==> config.mk <==
export PLATFORM = sky130hd
export DESIGN_NAME = dscb_bank
export DESIGN_NICKNAME = d
export VERILOG_FILES = /design/src/logic/dscb_pkg.sv /design/src/logic/dscb_bank.sv
export SDC_FILE = /design/constraint.sdc
export NUM_CORES = 1
export LEC_CHECK = 0
export ABC_AREA = 1
export BUFFER_PORTS_ARGS = -buffer_cell sky130_fd_sc_hd__clkbuf_2
export CORE_MARGIN = 5
export CORE_UTILIZATION = 49
export DETAILED_ROUTE_END_ITERATION = 7
export PLACE_DENSITY = 0.9
export SETUP_SLACK_MARGIN = 0.02
export SYNTH_ARGS = -nofsm -noshare
export SYNTH_HDL_FRONTEND = slang
export SYNTH_SLANG_ARGS = --single-unit
export TNS_END_PERCENT = 10
==> constraint.sdc <==
create_clock -name aclk -period 1.6 [get_ports aclk]
set_input_delay 0.16 -clock aclk [delete_from_list [all_inputs] [get_ports aclk]]
set_output_delay 0.16 -clock aclk [all_outputs]
set_load 0.05 [all_outputs]
==> src/logic/dscb_pkg.sv <==
// Package for the deserializer strap and configuration register bank.
// Assumes a 32-bit AXI4-Lite register bus and one 100 MHz clock.
`default_nettype none
package dscb_pkg;
   // Byte addresses of the four configuration words and the status word.
   localparam logic [7:0] PEER_ADDR_OFS = 8'h00;
   localparam logic [7:0] OWN_ADDR_OFS = 8'h04;
   localparam logic [7:0] LINK_CFG_OFS = 8'h08;
   localparam logic [7:0] SPREAD_CAL_OFS = 8'h0C;
   localparam logic [7:0] STATUS_OFS = 8'h10;
   // Register indices as printed.
   localparam logic [5:0] PEER_ADDR_IDX = 6'h00;
   localparam logic [5:0] OWN_ADDR_IDX = 6'h01;
   localparam logic [5:0] LINK_CFG_IDX = 6'h02;
   localparam logic [5:0] SPREAD_CAL_IDX = 6'h03;
   localparam logic [5:0] STATUS_IDX = 6'h04;
   // Fixed middle bits of the address fields.
   localparam logic [1:0] PEER_MID = 2'h0;
   localparam logic [1:0] OWN_MID = 2'h1;
   // Link configuration field positions and reset values.
   localparam int SS_POS = 6;
   localparam int AUDIO_POS = 4;
   localparam int PIXEL_RANGE_SETTING_POS = 2;
   localparam int SERIAL_RATE_SETTING_POS = 0;
   localparam logic [1:0] SS_OFF_RST = 2'h0;
   localparam logic [1:0] SS_ON_RST = 2'h1;
   localparam logic AUDIO_RST = 1'b1;
   localparam logic [1:0] PIX_RANGE_RST = 2'h3;
   localparam logic [1:0] SER_RATE_RST = 2'h3;
   // Spread calibration field positions and reset values.
   localparam int FMCAL_POS = 6;
   localparam int SAWTOOTH_DIVIDER_POS = 0;
   localparam logic [1:0] FMCAL_RST = 2'h0;
   localparam logic [4:0] SAWTOOTH_DIVIDER_RST = 5'h00;
   // Three-level strap codes.
   localparam logic [1:0] TRI_LOW = 2'h0;
   localparam logic [1:0] TRI_MID = 2'h1;
   localparam logic [1:0] TRI_HIGH = 2'h2;
   // AXI responses.
   localparam logic [1:0] RESP_OKAY = 2'h0;
   localparam logic [1:0] RESP_SLVERR = 2'h2;

   typedef enum logic [1:0] {
      DSCB_WR_IDLE = 2'b00,
      DSCB_WR_RESP = 2'b01
   } dscb_wr_state_t;

   typedef struct packed {
      logic [1:0] addr_low;
      logic [1:0] addr_high;
      logic spread;
      logic rate_low;
   } dscb_straps_t;

   typedef struct packed {
      logic [6:0] peer_address_field;
      logic [6:0] own_address_field;
      logic [1:0] spread_setting;
      logic audio_channel_enable;
      logic [1:0] pixel_range_setting;
      logic [1:0] serial_rate_setting;
      logic [1:0] modulation_calibration_mode;
      logic [4:0] sawtooth_divider;
   } dscb_regs_t;
endpackage
`default_nettype wire

==> src/logic/dscb_bank.sv <==
// Strap latch and configuration register bank of a serial-link deserializer.
// Assumes strap, mode and power-down pins pass through two flops here and an AXI4-Lite master.
// Contract
// - Mode select low gives base control mode, high gives bypass.
// - Spread strap sampled only at power-up or power-down exit.
// - Latched spread strap high enables two percent spread, low none.
// - Rate range strap sampled only at power-up or power-down exit.
// - Rate strap high selects the low output clock range.
// - Rate strap low selects the high output clock range.
// - Three-lane mode outputs clock plus three lanes, 21 bits.
// - Four-lane mode outputs clock plus four lanes, 28 bits.
// - Control traffic uses a UART at 100 kbps to 1 Mbps.
// - Base mode uses I2C or link UART; bypass passes custom UART.
// - Audio supports 4 to 32 bit words, 8 to 192 kHz.
// - Peer address resets to XX00XX0 from straps; bit zero reads zero.
// - Own address resets to XX01XX0 from straps; bit zero reads zero.
// - Spread setting resets to 00 or 01 per latched strap.
// - Pixel range field resets to 11, automatic detection.
// - Serial rate field resets to 11, automatic detection.
// - Modulation calibration resets to 00, calibrate once after lock.
// - Sawtooth divider resets to 00000, automatic calibration.
// - Address straps latched at power-up and each power-down exit.
`timescale 1ns/1ps
`default_nettype none
module dscb_bank #(
   parameter int LANE_BITS_3 = 21,
   parameter int LANE_BITS_4 = 28
) (
   input wire logic aclk,
   input wire logic aresetn,
   input wire logic power_down_n,
   input wire logic link_mode_select,
   input wire logic spread_strap,
   input wire logic rate_range_strap,
   input wire logic four_lane_mode,
   input wire logic [1:0] address_strap_low,
   input wire logic [1:0] address_strap_high,
   input wire logic [7:0] s_axi_awaddr,
   input wire logic s_axi_awvalid,
   output logic s_axi_awready,
   input wire logic [31:0] s_axi_wdata,
   input wire logic [3:0] s_axi_wstrb,
   input wire logic s_axi_wvalid,
   output logic s_axi_wready,
   output logic [1:0] s_axi_bresp,
   output logic s_axi_bvalid,
   input wire logic s_axi_bready,
   input wire logic [7:0] s_axi_araddr,
   input wire logic s_axi_arvalid,
   output logic s_axi_arready,
   output logic [31:0] s_axi_rdata,
   output logic [1:0] s_axi_rresp,
   output logic s_axi_rvalid,
   input wire logic s_axi_rready,
   output logic bypass_mode,
   output logic spread_enable,
   output logic low_rate_range,
   output logic [5:0] lane_bits,
   output logic [2:0] lane_count,
   output var dscb_pkg::dscb_regs_t config_out
);
   typedef struct packed {
      logic [5:0] s1;
      logic [5:0] s2;
      logic [1:0] pd_sync;
      logic [1:0] mode_sync;
      logic pd_prev;
      logic load;
      dscb_pkg::dscb_straps_t straps;
      dscb_pkg::dscb_regs_t regs;
      logic aw_have;
      logic [7:0] aw_addr;
      logic w_have;
      logic [31:0] w_data;
      logic [3:0] w_strb;
      dscb_pkg::dscb_wr_state_t wst;
      logic [1:0] bresp;
      logic rvalid;
      logic [31:0] rdata;
      logic [1:0] rresp;
   } dscb_state_t;

   dscb_state_t st_q;
   dscb_state_t st_d;
   dscb_pkg::dscb_straps_t sp;
   logic [7:0] wbyte;
   logic wok;

   function automatic logic [1:0] dscb_tri(input logic [1:0] c);
      // Maps a three-level strap code onto the two address bits.
      case (c)
         dscb_pkg::TRI_LOW: dscb_tri = 2'h1;
         dscb_pkg::TRI_MID: dscb_tri = 2'h2;
         dscb_pkg::TRI_HIGH: dscb_tri = 2'h3;
         default: dscb_tri = 2'h1;
      endcase
   endfunction

   function automatic logic [31:0] dscb_read(input logic [7:0] a,
                                             input dscb_pkg::dscb_regs_t r,
                                             input logic [3:0] s);
      dscb_read = 32'h0000_0000;
      case (a)
         dscb_pkg::PEER_ADDR_OFS:
            dscb_read = {24'h000000, r.peer_address_field, 1'b0};
         dscb_pkg::OWN_ADDR_OFS:
            dscb_read = {24'h000000, r.own_address_field, 1'b0};
         dscb_pkg::LINK_CFG_OFS:
            dscb_read = {24'h000000, r.spread_setting, 1'b0,
                         r.audio_channel_enable, r.pixel_range_setting,
                         r.serial_rate_setting};
         dscb_pkg::SPREAD_CAL_OFS:
            dscb_read = {24'h000000, r.modulation_calibration_mode, 1'b0,
                         r.sawtooth_divider};
         dscb_pkg::STATUS_OFS:
            dscb_read = {28'h0000000, s};
         default: dscb_read = 32'h0000_0000;
      endcase
   endfunction

   always_comb begin
      st_d = st_q;
      sp = st_q.straps;
      st_d.s1 = {address_strap_low, address_strap_high, spread_strap,
                 rate_range_strap};
      st_d.s2 = st_q.s1;
      st_d.pd_sync = {st_q.pd_sync[0], power_down_n};
      st_d.mode_sync = {st_q.mode_sync[0], link_mode_select};
      st_d.pd_prev = st_q.pd_sync[1];
      // Straps are captured once after reset release and on each
      // power-down exit, then seed the reset values of the fields.
      st_d.load = !st_q.pd_prev && st_q.pd_sync[1];
      if (st_q.load) begin
         sp.addr_low = st_q.s2[5:4];
         sp.addr_high = st_q.s2[3:2];
         sp.spread = st_q.s2[1];
         sp.rate_low = st_q.s2[0];
         st_d.straps = sp;
         // The low pair counts from zero, one step below the high pair.
         st_d.regs.peer_address_field = {dscb_tri(sp.addr_high),
            dscb_pkg::PEER_MID, 2'(dscb_tri(sp.addr_low) - 2'h1),
            1'b0};
         st_d.regs.own_address_field = {dscb_tri(sp.addr_high),
            dscb_pkg::OWN_MID, 2'(dscb_tri(sp.addr_low) - 2'h1),
            1'b0};
         st_d.regs.spread_setting = sp.spread ? dscb_pkg::SS_ON_RST
                                   : dscb_pkg::SS_OFF_RST;
         st_d.regs.audio_channel_enable = dscb_pkg::AUDIO_RST;
         st_d.regs.pixel_range_setting = dscb_pkg::PIX_RANGE_RST;
         st_d.regs.serial_rate_setting = dscb_pkg::SER_RATE_RST;
         st_d.regs.modulation_calibration_mode =
            dscb_pkg::FMCAL_RST;
         st_d.regs.sawtooth_divider = dscb_pkg::SAWTOOTH_DIVIDER_RST;
      end
      // Write channels are taken independently, in either order.
      if (s_axi_awvalid && !st_q.aw_have) begin
         st_d.aw_have = 1'b1;
         st_d.aw_addr = s_axi_awaddr;
      end
      if (s_axi_wvalid && !st_q.w_have) begin
         st_d.w_have = 1'b1;
         st_d.w_data = s_axi_wdata;
         st_d.w_strb = s_axi_wstrb;
      end
      wbyte = st_q.w_data[7:0];
      wok = 1'b0;
      case (st_q.wst)
         dscb_pkg::DSCB_WR_IDLE: begin
            if (st_q.aw_have && st_q.w_have) begin
               wok = st_q.aw_addr <= dscb_pkg::SPREAD_CAL_OFS &&
                     st_q.aw_addr[1:0] == 2'h0;
               // Register writes are dropped when a strap reload coincides.
               if (wok && st_q.w_strb[0] && !st_q.load) begin
                  case (st_q.aw_addr)
                     dscb_pkg::PEER_ADDR_OFS:
                        st_d.regs.peer_address_field = wbyte[7:1];
                     dscb_pkg::OWN_ADDR_OFS:
                        st_d.regs.own_address_field = wbyte[7:1];
                     dscb_pkg::LINK_CFG_OFS: begin
                        st_d.regs.spread_setting = wbyte[7:6];
                        st_d.regs.audio_channel_enable = wbyte[4];
                        st_d.regs.pixel_range_setting = wbyte[3:2];
                        st_d.regs.serial_rate_setting = wbyte[1:0];
                     end
                     default: begin
                        st_d.regs.modulation_calibration_mode = wbyte[7:6];
                        st_d.regs.sawtooth_divider = wbyte[4:0];
                     end
                  endcase
               end
               st_d.bresp = wok ? dscb_pkg::RESP_OKAY
                                : dscb_pkg::RESP_SLVERR;
               st_d.aw_have = 1'b0;
               st_d.w_have = 1'b0;
               st_d.wst = dscb_pkg::DSCB_WR_RESP;
            end
         end
         dscb_pkg::DSCB_WR_RESP: begin
            if (s_axi_bready) begin
               st_d.wst = dscb_pkg::DSCB_WR_IDLE;
            end
         end
         default: st_d.wst = dscb_pkg::DSCB_WR_IDLE;
      endcase
      if (st_q.rvalid) begin
         if (s_axi_rready) begin
            st_d.rvalid = 1'b0;
         end
      end else if (s_axi_arvalid) begin
         st_d.rvalid = 1'b1;
         st_d.rdata = dscb_read(s_axi_araddr, st_q.regs,
            {st_q.mode_sync[1], st_q.straps.spread, st_q.straps.rate_low,
             four_lane_mode});
         st_d.rresp = (s_axi_araddr <= dscb_pkg::STATUS_OFS &&
                       s_axi_araddr[1:0] == 2'h0) ? dscb_pkg::RESP_OKAY
                                                  : dscb_pkg::RESP_SLVERR;
      end
   end

   always_ff @(posedge aclk) begin
      if (!aresetn) begin
         st_q <= '0;
         st_q.wst <= dscb_pkg::DSCB_WR_IDLE;
      end else begin
         st_q <= st_d;
      end
   end

   assign s_axi_awready = !st_q.aw_have;
   assign s_axi_wready = !st_q.w_have;
   assign s_axi_bvalid = st_q.wst == dscb_pkg::DSCB_WR_RESP;
   assign s_axi_bresp = st_q.bresp;
   assign s_axi_arready = !st_q.rvalid;
   assign s_axi_rvalid = st_q.rvalid;
   assign s_axi_rdata = st_q.rdata;
   assign s_axi_rresp = st_q.rresp;
   assign bypass_mode = st_q.mode_sync[1];
   assign spread_enable = st_q.regs.spread_setting != 2'h0;
   assign low_rate_range = st_q.straps.rate_low;
   // Lane width and count selected by the lane mode input.
   assign lane_bits = four_lane_mode ? 6'(LANE_BITS_4)
                                     : 6'(LANE_BITS_3);
   assign lane_count = four_lane_mode ? 3'h4 : 3'h3;
   assign config_out = st_q.regs;
endmodule // dscb_bank
`default_nettype wire

# Word level (Yosys, flattened, before mapping)
# Cells that the tools add are included.
# classes
mux	27
bitwise	1
n_eq_ne	13
n_reduce_logical	23
n_addsub	1
order_cmp	2
# ops
operator	count
29-bit 2-to-1 mux	2
28-bit 2-to-1 mux	2
8-bit one-hot mux with 5 select lines	1
37-bit 2-to-1 mux	1
35-bit 2-to-1 mux	1
7-bit 2-to-1 mux	4
8-bit by 4-bit equality test with 1-bit output, second input constant	3
8-bit by 3-bit equality test with 1-bit output, second input constant	2
8-bit logical NOT	2
2-bit one-hot mux with 2 select lines	3
9-bit 2-to-1 mux	1
8-bit by 5-bit equality test with 1-bit output, second input constant	1
8-bit by 4-bit <= comparator with 1-bit output, second input constant	1
8-bit by 5-bit <= comparator with 1-bit output, second input constant	1
1-bit logical AND	8
2-bit 2-to-1 mux	4
4-bit 2-to-1 mux	2
2-bit by 1-bit equality test with 1-bit output, second input constant	3
2-bit logical NOT	3
2-bit AND reduction	3
1-bit logical NOT	5
1-bit 2-to-1 mux	5
2-bit equality test, second input constant	2
3-bit 2-to-1 mux	1
other kinds (6)	6
# word_totals
regBits	133
out_inout_bits	81
word_cells	93
in_bits	68

# Depth between registers and ports, before layout
# depth
word_depth	9
mapped_depth	8
depth_no_buf	7

# Worst setup path before layout
# Ideal clock, no wire load.
# synth_timing
kind	register -> register
startpoint	reg st_q (netlist bit s_axi_rvalid)
endpoint	reg st_q (netlist bit s_axi_rdata[1])
period_less_slack_ns	1.816
setup_time_ns	0.119
arrival_ns	1.697
t_required_ns	1.481
path_slack_ns	-0.216
n_path_buf	1
stages_incl_launch_ff	7
cell_sequence	dfxtp_1 > inv_1 > nand2_1 > inv_1 > clkbuf_1 > o21ai_0 > a21oi_1
# synth_between
elab_chain_len	2
# synth_rtl
element	line	source
start, declared	dscb_bank.sv:83	dscb_state_t st_q;
start signal, assigned	dscb_bank.sv:225	st_q <= st_d;
1-bit inverter (no source line)	--	
2-bit AND reduction (no source line)	--	
# Every way passes these cells.
# A chain may end at the register's enable or synchronous reset.

# Worst setup path after layout
# layout_timing
startpoint	reg st_q[75] (netlist name)
endpoint	reg st_q (netlist bit config_out[19])
# layout_between
elab_chain_len	3
# layout_rtl
element	line	source
1-bit logical AND	dscb_bank.sv:169	if (st_q.aw_have && st_q.w_have) begin
29-bit 2-to-1 mux	dscb_bank.sv:169	
29-bit 2-to-1 mux	dscb_bank.sv:167	case (st_q.wst)
# Every way passes these cells.

==> impl_metrics.ini <==
[run_status]
status = finished, final reports clean

[die]
start_util_pct = 50.4
rows = 32
die_h_um = 99.1
die-area_um2 = 9830
fp.coreArea_um2 = 7730
boundaryPins = 149
die_x_um = 99.1

[setup_path]
critical_path.endpoint_type = flop
crit_type = reg -> reg
crit_required_ns = 1.88
critPathMaxFanout = 13
cp-start-kind = flop
cp.arrival_ns = 1.72
ff2ff_path_depth = 7

[clock_network]
tritoncts = built
cts_made_buffers = 9
cts.sinks = 79
cts.clk_slew.worst_paths_ns = 0.09
htree_num_levels = 3
cts_buffer_depth = 2
cts-root-buf = clkbuf_8
clk-insertion-delay-late_ns = 0.35

[sta]
max_freq_ghz = 0.693
worst_pin_slew_ns = 0.519
min_period_ns = 1.44
skew_ns = 0.00964
slew_viol_final = 0
setup_viol = 0
finalSetupTns_ns = 0
period_share_pct = 90.2
hold_slack_ns = 0.0387
finalHoldViolCount = 0
rsz0062_at_grt = true
setup_slack_ns = 0.157
relSlewSlack_pct = 65.2

[grt]
grt_max_degree = 41
grt_pass1_vias = 3081
grt_pass1_wl_um = 14500
antenna_found_initial = 0
grtUsageTotal_pct = 18.3
grt-ovfl-total = 0

[pwr]
totalPowerFinal_mw = 4.24
power.density_nw_per_um2 = 981
p_leak_nw = 2.26
peakVddDrop_mv = 0.427

[detailed_routing]
drt-pass1-iter-count = 5
topRoutingLayerUsed = met4
dr_wl_met3_um = 682
wl_per_cell_um = 13.2
drt-met1-wl_um = 4020
antenna_left = 0
wirelength_um = 9100
vias = 3285
post_drt_via_cell_ratio = 4.77
wl_met2_um = 4330
drc_errors = 0
drtIter0Drc = 144

[flow_run]
max_cap_violations = 0

[placed_design]
dp_hpwl_um = 6960
portBuffers = 91
place.gp.congestion = 0.850
placed_area_um2 = 4040
place_worst_setup_slack_ns = 0.112
dp_cells = 664

[synthesis]
ys_types = 33
ys_warn_count = 0
synth.cell_area_um2 = 3890
ys_ff_latch = 79
syn_area_per_cell_um2 = 7.44
syn_inst = 523
synth_seq_area_share_pct = 40.6

[layout]
fin_area_um2 = 4320
post-route-util_pct = 56.0
synthToLayoutAreaGrowth_pct = 11.1
layout.cells.non_filler = 688
num_antenna_cells = 0
nets = 650
drive_gt1_share_pct = 24.7

[hold_path]
hp-class = in -> reg
hold_depth = 3
## per-layer routing
| layer | GRT usage, % | vias to the layer above |
|---|---|---|
| li1 | - | 1670 |
| met1 | 23.5 | 1495 |
| met2 | 30.0 | 115 |
| met3 | 4.21 | 5 |
| met4 | 7.14 | 0 |
| met5 | 0 | - |
## final timing paths
kind / startpoint / slack [ns] / endpoint
max: st_q[75] / 0.16 / config_out[19]
min: s_axi_wdata[5] / 0.04 / st_q[48]
max reg2reg: st_q[75] / 0.16 / config_out[19]
min reg2reg: st_q[120] / 0.40 / st_q[119]
## Yosys cell counts
cell      count  share of area, %
a211oi_1      1              0.19
buf_6         4               1.2
dfxtp_1      79                41
or2_4         1              0.22
nor2_1       67               6.5
nor2_8        2               1.0
nand3_2       3              0.77
conb_1        2              0.19
o21a_1        3              0.58
o21ai_0      33               4.2
a31oi_1       1              0.16
clkbuf_1     10              0.96
nand4_1       1              0.16
nand3_4       3               1.3
nor3_1        4              0.51
clkbuf_2      1              0.13
nand2_1      98               9.4
nor3b_2       3              0.96
inv_2         3              0.29
a21oi_1      39               5.0
buf_2         4              0.51
a21oi_2       1              0.22
nor3b_1       3              0.58
nand4_4       1              0.55
nand2_2       1              0.16
inv_1        42               4.0
or2_2         3              0.48
nand3_1      27               3.5
buf_4        72                14
nor2_2        3              0.48
ha_1          1              0.32
o21ai_1       5              0.64
clkinv_1      2              0.19
## state kept, by name, indices dropped and copies added (netlist names)
name and flops:
s_axi_bresp 1, low_rate_range 1, s_axi_rvalid 1, bypass_mode 1
s_axi_rresp 1, st_d 9, st_q 29, config_out 28
s_axi_rdata 8
## layout make-up
| class | count | area, µm² |
|---|---|---|
| fill | 714 | 3400 |
| multi-input combinational | 334 | 1600 |
| sequential | 79 | 1590 |
| timing repair buffer | 110 | 631 |
| inverter | 47 | 180 |
| clock buffer | 10 | 149 |
| tap | 102 | 128 |
| clock inverter | 6 | 48.8 |
## report_power, final
part | switching (mW) | total [mW] | internal [mW] | leakage (nW)
logic | 0.515 | 0.679 | 0.164 | 1.52
registers | 0.0624 | 2.11 | 2.05 | 0.647
clock network | 0.778 | 1.45 | 0.674 | 0.0911
total | 1.36 | 4.24 | 2.88 | 2.26
## what timing repair did
action	in CTS	in global routing
gates resized for setup	0	1
setup buffers	0	0
hold endpoints to repair	8	0
endpoints found under the setup margin	0	2
hold buffers	8	0
## critical path, stage by stage (launching register included)
cell and delay, ns:
dfxtp_1 0.36, nand2_1 0.06, or2_4 0.26, nor2_8 0.18, nand3_4 0.19, nand3_1 0.13, nand2_1 0.06, a21oi_1 0.12
## layout by cell type, fill, tap and decap left out, types with 2 or more instances in the layout
cell type	count
nand3_4	4
inv_2	3
clkbuf_2	91
nor3b_2	3
or2_2	3
nor3_1	4
clkinvlp_4	4
inv_1	41
nor2_1	67
inv_6	3
o21ai_0	33
dlygate4sd3_1	8
dfxtp_1	78
conb_1	30
nor2_2	3
clkinv_1	2
nand3_1	27
nand2_2	2
nor3b_1	3
clkbuf_8	9
a21oi_1	39
buf_4	10
o21a_1	3
o21ai_1	5
nand3_2	2
nand2_1	97
nor2_8	2
## logic make-up after synthesis
kind of cell	after synthesis	share of synthesized area [%]
simple gates	220	26.6
fa+ha+maj	1	0.321
other cells	2	0.193
flops	79	40.6
compound gates	83	11.1
buf+inv	138	21.2
Note: power is estimated with default switching activity, not from simulation.
